**src/core/opamp_pkg.sv**
```systemverilog
/*
 * Constants for the amplifier/comparator control block: register offset,
 * control field positions, reset value and the analog stage mode type.
 * Assumes a Wishbone slave with 32-bit data and byte addressing.
 */
package opamp_pkg;

	// ------------------------------------------------------------
	// Register map
	// ------------------------------------------------------------
	// Printed offset is not a multiple of four, so it is an index
	localparam logic [7:0] ctrl_index = 8'h1f;
	localparam logic [9:0] ctrl_byte_addr = {ctrl_index, 2'h0};

	// ------------------------------------------------------------
	// Control register fields
	// ------------------------------------------------------------
	localparam int trim_lsb = 0;
	localparam int trim_msb = 3;
	localparam int ref_sel_bit = 4;
	localparam int mode_bit = 5;
	localparam int output_bit = 6;
	localparam int enable_bit = 7;
	localparam logic [7:0] ctrl_reset = 8'h00;
	localparam logic [7:0] ctrl_write_mask = 8'hbf;

	// ------------------------------------------------------------
	// Build-time stage behaviour
	// ------------------------------------------------------------
	typedef enum logic {stage_comparator, stage_amplifier} stage_kind_type;

endpackage : opamp_pkg

```
**src/core/opamp_ctrl_reg.sv**
```systemverilog
/*
 * Holds the 8-bit control register and merges the live output status.
 * Assumes write strobes come from the bus slave in the clock domain.
 */
module opamp_ctrl_reg (
	// Clock and reset
	input wire logic i_clock,
	input wire logic i_reset_n,
	input wire logic i_enable,
	// Write port
	input wire logic i_write,
	input wire logic [7:0] i_wdata,
	// Status in
	input wire logic i_status,
	// Register out
	output logic [7:0] o_value
);

	logic [7:0] ctrl_r;
	logic [7:0] ctrl_nxt;

	// ------------------------------------------------------------
	// Next value
	// ------------------------------------------------------------
	// Status bit is never stored from a write
	always_comb begin
		ctrl_nxt = ctrl_r;
		if (i_write) begin
			ctrl_nxt = i_wdata & opamp_pkg::ctrl_write_mask;
		end
	end

	// Register
	always_ff @(posedge i_clock or negedge i_reset_n) begin
		if (!i_reset_n) begin
			ctrl_r <= opamp_pkg::ctrl_reset;
		end else if (i_enable) begin
			ctrl_r <= ctrl_nxt;
		end
	end

	// Read view with status merged in
	always_comb begin
		o_value = ctrl_r;
		o_value[opamp_pkg::output_bit] = i_status;
	end

endmodule : opamp_ctrl_reg

```
**src/core/opamp_sync.sv**
```systemverilog
/*
 * Two-stage synchroniser for the analog stage output.
 * Assumes the comparator output is asynchronous to the clock.
 */
module opamp_sync (
	// Clock and reset
	input wire logic i_clock,
	input wire logic i_reset_n,
	input wire logic i_enable,
	// Level in and out
	input wire logic i_level,
	output logic o_level
);

	logic meta_r;
	logic sync_r;

	// Two flops; first is read only by the second
	always_ff @(posedge i_clock or negedge i_reset_n) begin
		if (!i_reset_n) begin
			meta_r <= 1'b0;
			sync_r <= 1'b0;
		end else if (i_enable) begin
			meta_r <= i_level;
			sync_r <= meta_r;
		end
	end

	assign o_level = sync_r;

endmodule : opamp_sync

```
**src/core/opamp_comparator_control.sv**
```systemverilog
/*
 * Control of an on-chip amplifier/comparator: Wishbone slave with one
 * control register, analog switch and trim drive, output status.
 * Assumes classic Wishbone single cycles and an analog stage outside.
 */
// How it works
// - Build option picks amplifier or comparator, comparator default
// - Bit 5 set closes input short switch
// - Bit 4 picks positive or negative reference input while bit 5 is set
// - Bits 0-3 drive offset trim code
// - Bit 6 reads analog output, high reads one
// - Bit 7 enables stage; off floats output
module opamp_comparator_control #(
	parameter opamp_pkg::stage_kind_type stage_kind = opamp_pkg::stage_comparator
) (
	// Clock, reset and freeze
	input wire logic i_clock,
	input wire logic i_reset_n,
	input wire logic i_clock_enable,
	// Wishbone slave
	input wire logic i_wb_cyc,
	input wire logic i_wb_stb,
	input wire logic i_wb_we,
	input wire logic [9:0] i_wb_adr,
	input wire logic [3:0] i_wb_sel,
	input wire logic [31:0] i_wb_dat,
	output logic [31:0] o_wb_dat,
	output logic o_wb_ack,
	// Analog stage
	input wire logic i_analog_stage_output,
	output logic o_analog_stage_enable,
	output logic o_amplifier_select,
	output logic o_input_short_switch,
	output logic o_ref_positive_switch,
	output logic o_ref_negative_switch,
	output logic [3:0] o_offset_trim_code,
	// Output pin drive (enable active low)
	output logic o_stage_pin_oe_n
);

	// ------------------------------------------------------------
	// Bus slave
	// ------------------------------------------------------------
	logic ack_r;
	logic ack_nxt;
	logic [31:0] rdata_r;
	logic [31:0] rdata_nxt;
	logic hit;
	logic ctrl_write;
	logic [7:0] ctrl_value;
	logic status_sync;

	assign hit = (i_wb_adr == opamp_pkg::ctrl_byte_addr);
	// Write takes effect on the ack edge, low byte lane only
	assign ctrl_write = i_wb_cyc && i_wb_stb && i_wb_we && ack_r && hit && i_wb_sel[0];

	// Ack one cycle after request, dropped the following cycle
	always_comb begin
		ack_nxt = i_wb_cyc && i_wb_stb && !ack_r;
		rdata_nxt = rdata_r;
		if (ack_nxt) begin
			rdata_nxt = hit ? {24'h000000, ctrl_value} : 32'h00000000;
		end
	end

	always_ff @(posedge i_clock or negedge i_reset_n) begin
		if (!i_reset_n) begin
			ack_r <= 1'b0;
			rdata_r <= 32'h00000000;
		end else if (i_clock_enable) begin
			ack_r <= ack_nxt;
			rdata_r <= rdata_nxt;
		end
	end

	assign o_wb_ack = ack_r;
	assign o_wb_dat = rdata_r;

	// ------------------------------------------------------------
	// Control register and output status
	// ------------------------------------------------------------
	opamp_sync u_sync (
		.i_clock(i_clock),
		.i_reset_n(i_reset_n),
		.i_enable(i_clock_enable),
		.i_level(i_analog_stage_output),
		.o_level(status_sync)
	);

	opamp_ctrl_reg u_ctrl (
		.i_clock(i_clock),
		.i_reset_n(i_reset_n),
		.i_enable(i_clock_enable),
		.i_write(ctrl_write),
		.i_wdata(i_wb_dat[7:0]),
		.i_status(status_sync),
		.o_value(ctrl_value)
	);

	// ------------------------------------------------------------
	// Analog drive
	// ------------------------------------------------------------
	logic en_r, en_nxt;
	logic amp_r, amp_nxt;
	logic short_r, short_nxt;
	logic refp_r, refp_nxt;
	logic refn_r, refn_nxt;
	logic oe_n_r, oe_n_nxt;
	logic [3:0] trim_r, trim_nxt;

	// Decode control fields into switch and trim drive
	always_comb begin
		en_nxt = ctrl_value[opamp_pkg::enable_bit];
		oe_n_nxt = !ctrl_value[opamp_pkg::enable_bit];
		amp_nxt = (stage_kind == opamp_pkg::stage_amplifier);
		short_nxt = ctrl_value[opamp_pkg::mode_bit];
		refp_nxt = ctrl_value[opamp_pkg::mode_bit] && ctrl_value[opamp_pkg::ref_sel_bit];
		refn_nxt = ctrl_value[opamp_pkg::mode_bit] && !ctrl_value[opamp_pkg::ref_sel_bit];
		trim_nxt = ctrl_value[opamp_pkg::trim_msb:opamp_pkg::trim_lsb];
	end

	always_ff @(posedge i_clock or negedge i_reset_n) begin
		if (!i_reset_n) begin
			en_r <= 1'b0;
			oe_n_r <= 1'b1;
			amp_r <= 1'b0;
			short_r <= 1'b0;
			refp_r <= 1'b0;
			refn_r <= 1'b0;
			trim_r <= 4'h0;
		end else if (i_clock_enable) begin
			en_r <= en_nxt;
			oe_n_r <= oe_n_nxt;
			amp_r <= amp_nxt;
			short_r <= short_nxt;
			refp_r <= refp_nxt;
			refn_r <= refn_nxt;
			trim_r <= trim_nxt;
		end
	end

	assign o_analog_stage_enable = en_r;
	assign o_stage_pin_oe_n = oe_n_r;
	assign o_amplifier_select = amp_r;
	assign o_input_short_switch = short_r;
	assign o_ref_positive_switch = refp_r;
	assign o_ref_negative_switch = refn_r;
	assign o_offset_trim_code = trim_r;
endmodule : opamp_comparator_control

```
**config.mk**
```make
export PLATFORM = sky130hd
export DESIGN_NAME = opamp_comparator_control
export DESIGN_NICKNAME = d
export VERILOG_FILES = /design/src/core/opamp_pkg.sv /design/src/core/opamp_ctrl_reg.sv /design/src/core/opamp_sync.sv /design/src/core/opamp_comparator_control.sv
export SDC_FILE = /design/constraint.sdc
export NUM_CORES = 1
export LEC_CHECK = 0
export BUFFER_PORTS_ARGS = -buffer_cell sky130_fd_sc_hd__buf_2
export CORE_MARGIN = 3
export CORE_UTILIZATION = 40
export CTS_BUF_LIST = sky130_fd_sc_hd__clkbuf_16
export CTS_CLUSTER_SIZE = 16
export DETAILED_ROUTE_END_ITERATION = 10
export PLACE_DENSITY_LB_ADDON = 0.3
export SLEW_MARGIN = 0
export SYNTH_ARGS = -nofsm -noshare
export SYNTH_HDL_FRONTEND = slang
export SYNTH_SLANG_ARGS = --single-unit
```
**constraint.sdc**
```tcl
create_clock -name i_clock -period 2 [get_ports i_clock]
set_input_delay 0.1 -clock i_clock [delete_from_list [all_inputs] [get_ports i_clock]]
set_output_delay 0.1 -clock i_clock [all_outputs]
set_load 0.005 [all_outputs]
```
==> impl_metrics.toml, run 1 <==
[clocking]
clkTransAtPathRegs_ps = 70
cts-root-buf = "clkbuf_16"
ctsResizeCount = 0
clock_path_buffers = 2
cts_buffers = 3
cts.sinks = 27
cts_tree = "built"
cts_max_level = 1
cts_setup_buffers = 0
insertion_delay_ps = 260

[timing]
slew_violations = 0
layout_setup_ws_ps = 337
rsz0062_at_grt = "no"
fin_setup_tns_ps = 0
worst_pin_slew_ps = 590
timing.fmax_mhz = 601
finClkSkew_ps = 3.23
post-route-min-period_ps = 1660
period_share = 0.832
slew_headroom = 0.606
hold_viol_final = 0
setup_viol = 0

[pwr]
clkPwrFrac = 0.419
peakVddDrop_mv = 0.355
fin_total_pwr_mw = 1.08
p_seq_frac = 0.516
switching_share = 0.211
internal_power_uw = 854
pwr-share-comb = 0.066
p_switching_uw = 228
p_per_area_nw_per_um2 = 700
p_leak_nw = 0.850

[detailed_routing]
first_pass_iters = 2
dr.first_iter.drc_count = 17
via_per_inst = 4.24
vias = 857
detail_route.wl_per_cell_microns = 11.8
drc = 0
ant_nets = 0
drt-total-wl_microns = 2390

[setup_path]
path_class = "primary input to flip-flop"
critPathLaunchType = "primary input"
end_kind = "flip-flop"
worstRegToRegCells = 3
r2r-end = "u_ctrl.ctrl_r[4]"
r2r_slack_ps = 510
worstPathArrival_ps = 1810
required_ps = 2150
r2r_start = "o_wb_ack"
crit_fanout = 7

[yosys]
syn_inst = 115
synth_common_cells = "26 x dfrtp_1, 25 x buf_4, 16 x nand2_1"
ys_ff_latch = 27
synth_ff_type = "dfrtp_1"
synthArstFlopShare = 1.00
syn-cell-area_sq_um = 1300
synth_area_leader_cell = "dfrtp_1"
synth_edf_count = 0
synthDistinctLibCells = 21
ys_warn_count = 0
synth.avg_cell_area_sq_um = 11.3
netlist.area_leader.share = 0.501
ys_seq_area_frac = 0.522
yosysMostFrequentCell = "dfrtp_1"
synth_area_leaders = "dfrtp_1 50%, buf_4 14%, mux2_4 8.1%"

[die]
die_y_microns = 63.0
die_x_microns = 63.0
row_count = 20
die_area_sq_um = 3960
io_pins = 96
core_sq_um = 3080
start_util = 0.422

[worst_hold_path]
min_path_cells = 2
worstHoldPathType = "primary input to flip-flop"
min_to = "u_ctrl.ctrl_r[3]"
min_from = "i_wb_dat[3]"

[placement]
dp_hpwl_microns = 1890
place.gp.congestion = 0.720
dp_cells = 197
port_buffers = 42
place_ws_ps = 37.4

[global_route]
grt.overflow.total = 0
grt_max_degree = 28
grt_pass1_wl_microns = 3880
grt_pass1_vias = 851
antenna_found_initial = 0
gr-usage-all-layers = 0.120

[final_layout]
drive_above_1_share = 0.405
fillers = 292
syn2layout_area_growth_pct = 19.1
instances_no_fill = 202
num_antenna_cells = 0
final_nets = 212

[run_status]
status = "complete, no violations"

[flow_run]
drv_cap = 0
-- final cells by class --
type | count | area (sq um) | share of cell area
Timing Repair Buffer | 45 | 235 | 0.152
Clock buffer | 3 | 75.1 | 0.0486
Multi-Input combinational cell | 78 | 480 | 0.311
Tap cell | 44 | 55.1 | 0.0356
Clock inverter | 1 | 7.51 | 0.00486
Inverter | 4 | 15.0 | 0.00972
Sequential cell | 27 | 677 | 0.438
-- through the flow --
step / hold slack [ps] / area [sq um] / util
after floorplan: -196 / 1390 / -
after global placement: 123 / 1450 / 0.472
after detailed placement: 139 / 1450 / 0.472
after CTS: 66.2 / 1550 / 0.502
after global routing: 71.1 / 1550 / 0.502
final: 67.8 / 1550 / 0.502
-- timing repair --
item	in CTS	in global routing
hold endpoints to repair	26	0
setup endpoints to repair	0	0
hold buffers	1	0
-- critical path, cell delays in order --
cell,delay (ps)
buf_2,90
nand4bb_1,160
or4_1,520
or3_1,570
mux2_4,360
-- flip-flops by register name (all words and copies together), names as in the netlist --
| signal | cells |
|---|---|
| o_wb_dat | 8 |
| u_ctrl.ctrl_r | 7 |
| o_offset_trim_code | 4 |
| o_analog_stage_enable | 1 |
| o_input_short_switch | 1 |
| o_ref_negative_switch | 1 |
| o_ref_positive_switch | 1 |
| o_stage_pin_oe_n | 1 |
| o_wb_ack | 1 |
| u_sync.meta_r | 1 |
| u_sync.o_level | 1 |
-- layer usage --
layer / vias up / GRT usage / wire, microns
met5: - / 0 / 0
met4: 0 / 0.0358 / 9
met3: 2 / 0.0234 / 204
met2: 40 / 0.196 / 1100
met1: 399 / 0.161 / 1070
li1: 416 / - / -
-- worst max-delay path by stage --
| stage | from | end | depth (start not counted) |
|---|---|---|---|
| floorplan | i_wb_adr[8] | u_ctrl.ctrl_r[0] | 6 |
| global placement | i_wb_adr[8] | u_ctrl.ctrl_r[0] | 5 |
| detailed placement | i_wb_adr[8] | u_ctrl.ctrl_r[4] | 5 |
| CTS | i_wb_adr[8] | u_ctrl.ctrl_r[4] | 5 |
| global route | i_wb_adr[8] | u_ctrl.ctrl_r[4] | 5 |
| finish | i_wb_adr[8] | u_ctrl.ctrl_r[4] | 5 |
-- logic make-up (layout without fill, tap and decap cells) --
group,count (synthesis),in the layout,synth area share
multiplexers,16,16,0.158
other,1,25,0.00289
AO/OA/AOI/OAI,11,11,0.0424
buffers and inverters,34,53,0.177
flip-flops,27,27,0.522
AND/OR/NAND/NOR,26,26,0.0974
-- power groups by stage --
stage | Clock (mW) | Combinational [mW] | Sequential [mW]
2_1_floorplan | 0 | 0.0656 | 0.567
3_3_place_gp | 0 | 0.0670 | 0.567
5_1_grt | 0.480 | 0.0816 | 0.559
4_1_cts | 0.460 | 0.0711 | 0.558
6_report | 0.453 | 0.0709 | 0.558
3_5_place_dp | 0 | 0.0693 | 0.568
-- layout by cell type, fill, tap and decap left out, drive strengths merged --
cell type / Yosys / routed
nand4b: 1 / 1
nand3b: 1 / 1
mux2i: 1 / 1
inv: 4 / 4
clkbuf: 4 / 3
nand4bb: 1 / 1
o21ai: 11 / 11
clkinvlp: 0 / 1
conb: 1 / 25
or3: 1 / 1
buf: 26 / 44
nand2: 16 / 16
nor2: 1 / 1
dfstp: 1 / 1
nand2b: 1 / 1
dlygate4sd3: 0 / 1
nand3: 3 / 3
mux2: 15 / 15
or4: 1 / 1
dfrtp: 26 / 26
Note: power is estimated with default switching activity, not from simulation.
==> run 2: changes to the inputs <==
--- a/config.mk
+++ b/config.mk
@@ -5,6 +5,7 @@
 export SDC_FILE = /design/constraint.sdc
 export NUM_CORES = 1
 export LEC_CHECK = 0
+export ABC_AREA = 1
 export BUFFER_PORTS_ARGS = -buffer_cell sky130_fd_sc_hd__buf_2
 export CORE_MARGIN = 3
 export CORE_UTILIZATION = 40
==> constraint.sdc (replaced) <==
create_clock -name i_clock -period 1.55 [get_ports i_clock]
set_input_delay 0.0775 -clock i_clock [delete_from_list [all_inputs] [get_ports i_clock]]
set_output_delay 0.0775 -clock i_clock [all_outputs]
set_load 0.005 [all_outputs]
==> impl_metrics.toml, run 2 <==
[placement]
place.gp.congestion = 0.750
dp_hpwl_microns = 2050
place_ws_ps = 405
port_buffers = 42

[global_route]
grt_pass1_wl_microns = 4330
busiest_layer = "met2"
use_met1 = 0.179
grt.overflow.total = 0
use_met2 = 0.215
grt_max_degree = 28
gr-usage-all-layers = 0.137
grt_use_met3 = 0.0299
grt_pass1_vias = 951
antenna_found_initial = 0

[clocking]
cts_setup_buffers = 0
cts_buffers = 3
cts.sinks = 27
clkTransAtPathRegs_ps = 70
cts_max_level = 1
insertion_delay_ps = 260
cts_tree = "built"
ctsResizeCount = 0
clock_path_buffers = 2
holdBufCountCts = 1
cts-root-buf = "clkbuf_16"

[setup_path]
cp_top_family = "simple AND/OR/NAND/NOR gates"
critPathLaunchType = "flip-flop"
r2r_slack_ps = 400
r2r-end = "u_ctrl.ctrl_r[2]"
cp_common_cell = "nand2_1"
worstPathArrival_ps = 1300
slowest_stage = "dfrtp_1"
crit_fanout = 8
required_ps = 1700
worstRegToRegCells = 5
path_class = "flip-flop to flip-flop"
path_buf_inv = 0
end_kind = "flip-flop"
crit_path_max_incr_delay_ps = 450
path_cells = "nand3_2 -> nor2_4 -> nand3_4 -> nand2_1 -> nand2_1"
r2r_start = "o_wb_ack"

[final_layout]
seq_area_sq_um = 677
final_common_cell = "nand2_1"
final_cell_mix = "62 x nand2_1, 42 x buf_2, 26 x dfrtp_1"
multiInputGateArea_sq_um = 533
final_core_util = 0.508
num_antenna_cells = 0
syn2layout_area_growth_pct = 17.8
final_nets = 250
largest_register_ffs = 8
fillers = 327
drive_above_1_share = 0.316

[die]
core_sq_um = 3130
row_count = 20
start_util = 0.431
io_pins = 96
die_area_sq_um = 4100
die_x_microns = 64.0
die_y_microns = 64.0

[detailed_routing]
first_pass_iters = 4
via_per_inst = 4.27
drt-total-wl_microns = 2710
ant_nets = 0
dr.first_iter.drc_count = 48
detail_route.wl_per_cell_microns = 11.3
vias = 1024
drc = 0

[yosys]
synth_ff_type = "dfrtp_1"
synth_common_cells = "62 x nand2_1, 26 x dfrtp_1, 25 x buf_4"
yosysMostFrequentCell = "nand2_1"
syn-cell-area_sq_um = 1350
synthArstFlopShare = 1.00
synth_area_leader_cell = "dfrtp_1"
synthDistinctLibCells = 15
ys_ff_latch = 27
synth_edf_count = 0
synth_area_leaders = "dfrtp_1 48%, nand2_1 17%, buf_4 14%"
syn_inst = 153
synth.avg_cell_area_sq_um = 8.81
ys_warn_count = 0
ys_seq_area_frac = 0.502
netlist.area_leader.share = 0.483

[timing]
period_share = 0.741
slew_headroom = 0.608
slew_violations = 0
hold_viol_final = 0
setup_viol = 0
fin_setup_tns_ps = 0
post-route-min-period_ps = 1150
finClkSkew_ps = 9.07
timing.fmax_mhz = 870
holdWs_ps = 23.9
layout_setup_ws_ps = 401
worst_pin_slew_ps = 587
rsz0062_at_grt = "no"

[pwr]
p_per_area_nw_per_um2 = 900
p_leak_nw = 0.946
peakVddDrop_mv = 0.417

[worst_hold_path]
worstHoldPathType = "primary input to flip-flop"
min_to = "u_sync.meta_r"
min_from = "i_analog_stage_output"
min_path_cells = 3

[run_status]
status = "complete, no violations"

[flow_run]
drv_cap = 0
-- run 2: worst reg2reg max path, cell delays in order (launching register included) --
cell     delay (ps)
dfrtp_1         450
nand3_2         110
nor2_4          210
nand3_4         140
nand2_1          80
nand2_1          50
-- run 2: power by group --
group          total, mW  internal [mW]  switching, mW
sequential         0.722          0.715        0.00740
clock              0.604          0.357          0.247
combinational      0.104         0.0356         0.0680
-- run 2: layout make-up --
class,count,share of cell area
flip-flops and latches,27,0.426
multi-input cells,117,0.336
repair buffers,43,0.139
clock buffers,3,0.0473
well taps,44,0.0347
inverters,5,0.0118
clock inverters,1,0.00552
-- run 2: logic make-up after synthesis --
| family | share of synthesized area |
|---|---|
| and+or+nand+nor | 0.318 |
| other | 0.00278 |
| AOI/OAI and AO/OA | 0.00743 |
| DFF | 0.502 |
| buffers and inverters | 0.169 |
-- run 2: stage by stage --
step                instance area, sq um  power, mW  instances
floorplan                           1440      0.828        177
global placement                    1490      0.836        235
detailed placement                  1490      0.838        235
CTS                                 1590       1.44        240
global route                        1590       1.50        240
finish                              1590       1.43        240
-- run 2: layer usage --
layer	routed length [microns]	share of wire
met5	0	0
met4	30	0.011
met3	222	0.082
met2	1290	0.47
met1	1170	0.43
-- run 2: how the worst max path moves through the flow --
stage | start | end | depth (start not counted)
finish | o_wb_ack | u_ctrl.ctrl_r[2] | 5
global route | o_wb_ack | u_ctrl.ctrl_r[0] | 5
detailed placement | o_wb_ack | u_ctrl.ctrl_r[2] | 5
floorplan | o_wb_ack | u_ctrl.ctrl_r[5] | 5
CTS | o_wb_ack | u_ctrl.ctrl_r[2] | 5
global placement | o_wb_ack | u_ctrl.ctrl_r[4] | 5
==> run 3: changes to the inputs <==
==> constraint.sdc (replaced) <==
create_clock -name i_clock -period 1.1 [get_ports i_clock]
set_input_delay 0.055 -clock i_clock [delete_from_list [all_inputs] [get_ports i_clock]]
set_output_delay 0.055 -clock i_clock [all_outputs]
set_load 0.005 [all_outputs]
==> impl_metrics.toml, run 3 (synthesized netlist as in run 2, its figures left out) <==
[run_status]
status = "complete, no violations"

[placement]
port_buffers = 42
dp_hpwl_microns = 2000
dp_cells = 239
placed_cell_area_sq_um = 1540
place.gp.congestion = 0.731

[final_layout]
final_area_sq_um = 1640
fillers = 319
seq_area_sq_um = 677
largest_register_ffs = 8
final_common_cell = "nand2_1"
final_cell_mix = "60 x nand2_1, 42 x buf_2, 26 x dfrtp_1"
syn2layout_area_growth_pct = 21.7
instances_no_fill = 245
num_antenna_cells = 0
drive_above_1_share = 0.333
final_nets = 255
multiInputGateArea_sq_um = 538
final_core_util = 0.524

[pwr]
switching_share = 0.213
clkPwrFrac = 0.404
peakVddDrop_mv = 0.594
p_switching_uw = 420
p_per_area_nw_per_um2 = 1200
pwr-share-comb = 0.081
internal_power_mw = 1.55
p_seq_frac = 0.515
p_leak_nw = 0.975

[global_route]
grt_max_degree = 28
gr-usage-all-layers = 0.142
grt_pass1_vias = 1012
grt.overflow.total = 0
grt_pass1_wl_microns = 4530
antenna_found_initial = 0

[clocking]
cts.sinks = 27
cts_setup_buffers = 0
cts_buffers = 3
cts_max_level = 1
cts-root-buf = "clkbuf_16"
cts_tree = "built"
insertion_delay_ps = 260
clkTransAtPathRegs_ps = 60
clock_path_buffers = 2

[timing]
timing.fmax_mhz = 933
rsz0062_at_grt = "yes"
period_share = 0.974
slew_headroom = 0.615
finClkSkew_ps = 2.15
setup_viol = 0
fin_setup_tns_ps = 0
slew_violations = 0
hold_viol_final = 0
post-route-min-period_ps = 1070
worst_pin_slew_ps = 578

[setup_path]
worstPathArrival_ps = 1220
crit_fanout = 7
required_ps = 1250
path_class = "flip-flop to flip-flop"
end_kind = "flip-flop"
critPathLaunchType = "flip-flop"

[detailed_routing]
detail_route.wl_per_cell_microns = 10.8
vias = 1042
drc = 0
ant_nets = 0
via_per_inst = 4.25
first_pass_iters = 4
dr.first_iter.drc_count = 41
drt-total-wl_microns = 2660

[flow_run]
drv_cap = 0

[die]
core_sq_um = 3130
die_y_microns = 64.0
die_x_microns = 64.0
row_count = 20
die_area_sq_um = 4100
io_pins = 96
start_util = 0.431

[worst_hold_path]
worstHoldPathType = "primary input to flip-flop"
[run 3: cell count changes in the layout (fill, tap and decap cells not counted)]
cell           previous run  this run
inv_6                     1         0
buf_4                     0         3
buf_12                    0         1
dlygate4sd3_1             1         2
nand2_2                   0         2
inv_1                     2         3
nand2_1                  62        60
[run 3: layout make-up]
type                       instances  area share
timing repair buffer              48       0.166
sequential                        27       0.413
clock inverter                     1     0.00229
multi-input combinational        117       0.328
inverter                           5      0.0114
clock buffer                       3      0.0458
tap                               44      0.0336
[run 3: metal layers]
layer | track usage | vias to the layer above | share of wire
met5 | 0 | - | 0
li1 | - | 527 | -
met3 | 0.0246 | 5 | 0.065
met1 | 0.190 | 467 | 0.45
met4 | 0.0728 | 0 | 0.023
met2 | 0.217 | 43 | 0.47
[run 3: metrics by stage]
stage / power [mW] / hold slack [ps] / setup WS [ps]
final: 1.97 / 19.8 / 28.5
after global routing: 2.06 / 53.2 / -61.0
after CTS: 2.00 / 18.6 / 28.5
after detailed placement: 1.19 / 87.6 / 44.5
after global placement: 1.19 / 87.1 / 43.6
after floorplan: 1.17 / -241 / 60.0
[run 3: worst max-delay path, stage by stage, from the launching register on]
cell and delay, ps:
dfrtp_1 430, nand3_2 110, nor2_4 170, nand3_4 130
nand2_1 80, nand2_1 40
[run 3: power groups by stage]
stage | combinational, mW | sequential [mW] | clock (mW)
6_report | 0.159 | 1.02 | 0.798
5_1_grt | 0.185 | 1.02 | 0.861
4_1_cts | 0.160 | 1.02 | 0.823
3_5_place_dp | 0.154 | 1.04 | 0
3_3_place_gp | 0.153 | 1.04 | 0
2_1_floorplan | 0.130 | 1.04 | 0
[run 3: worst paths after layout]
check | from | cells past startpoint | slack [ps] | endpoint
min reg2reg | o_input_short_switch | 2 | 470 | o_input_short_switch
min in group asynchronous | i_reset_n | 2 | 340 | o_wb_dat[5]
min | i_wb_dat[7] | 3 | 20 | u_ctrl.ctrl_r[7]
max | o_wb_ack | 5 | 30 | u_ctrl.ctrl_r[3]
max in group asynchronous | i_reset_n | 2 | 380 | o_wb_ack
max reg2reg | o_wb_ack | 5 | 30 | u_ctrl.ctrl_r[3]
[run 3: what timing repair did]
action / 4_1_cts / 5_1_grt
endpoints found under the setup margin: 0 / 7
resized for setup: 0 / 2
hold buffers: 2 / 0
hold endpoints to repair: 27 / 0
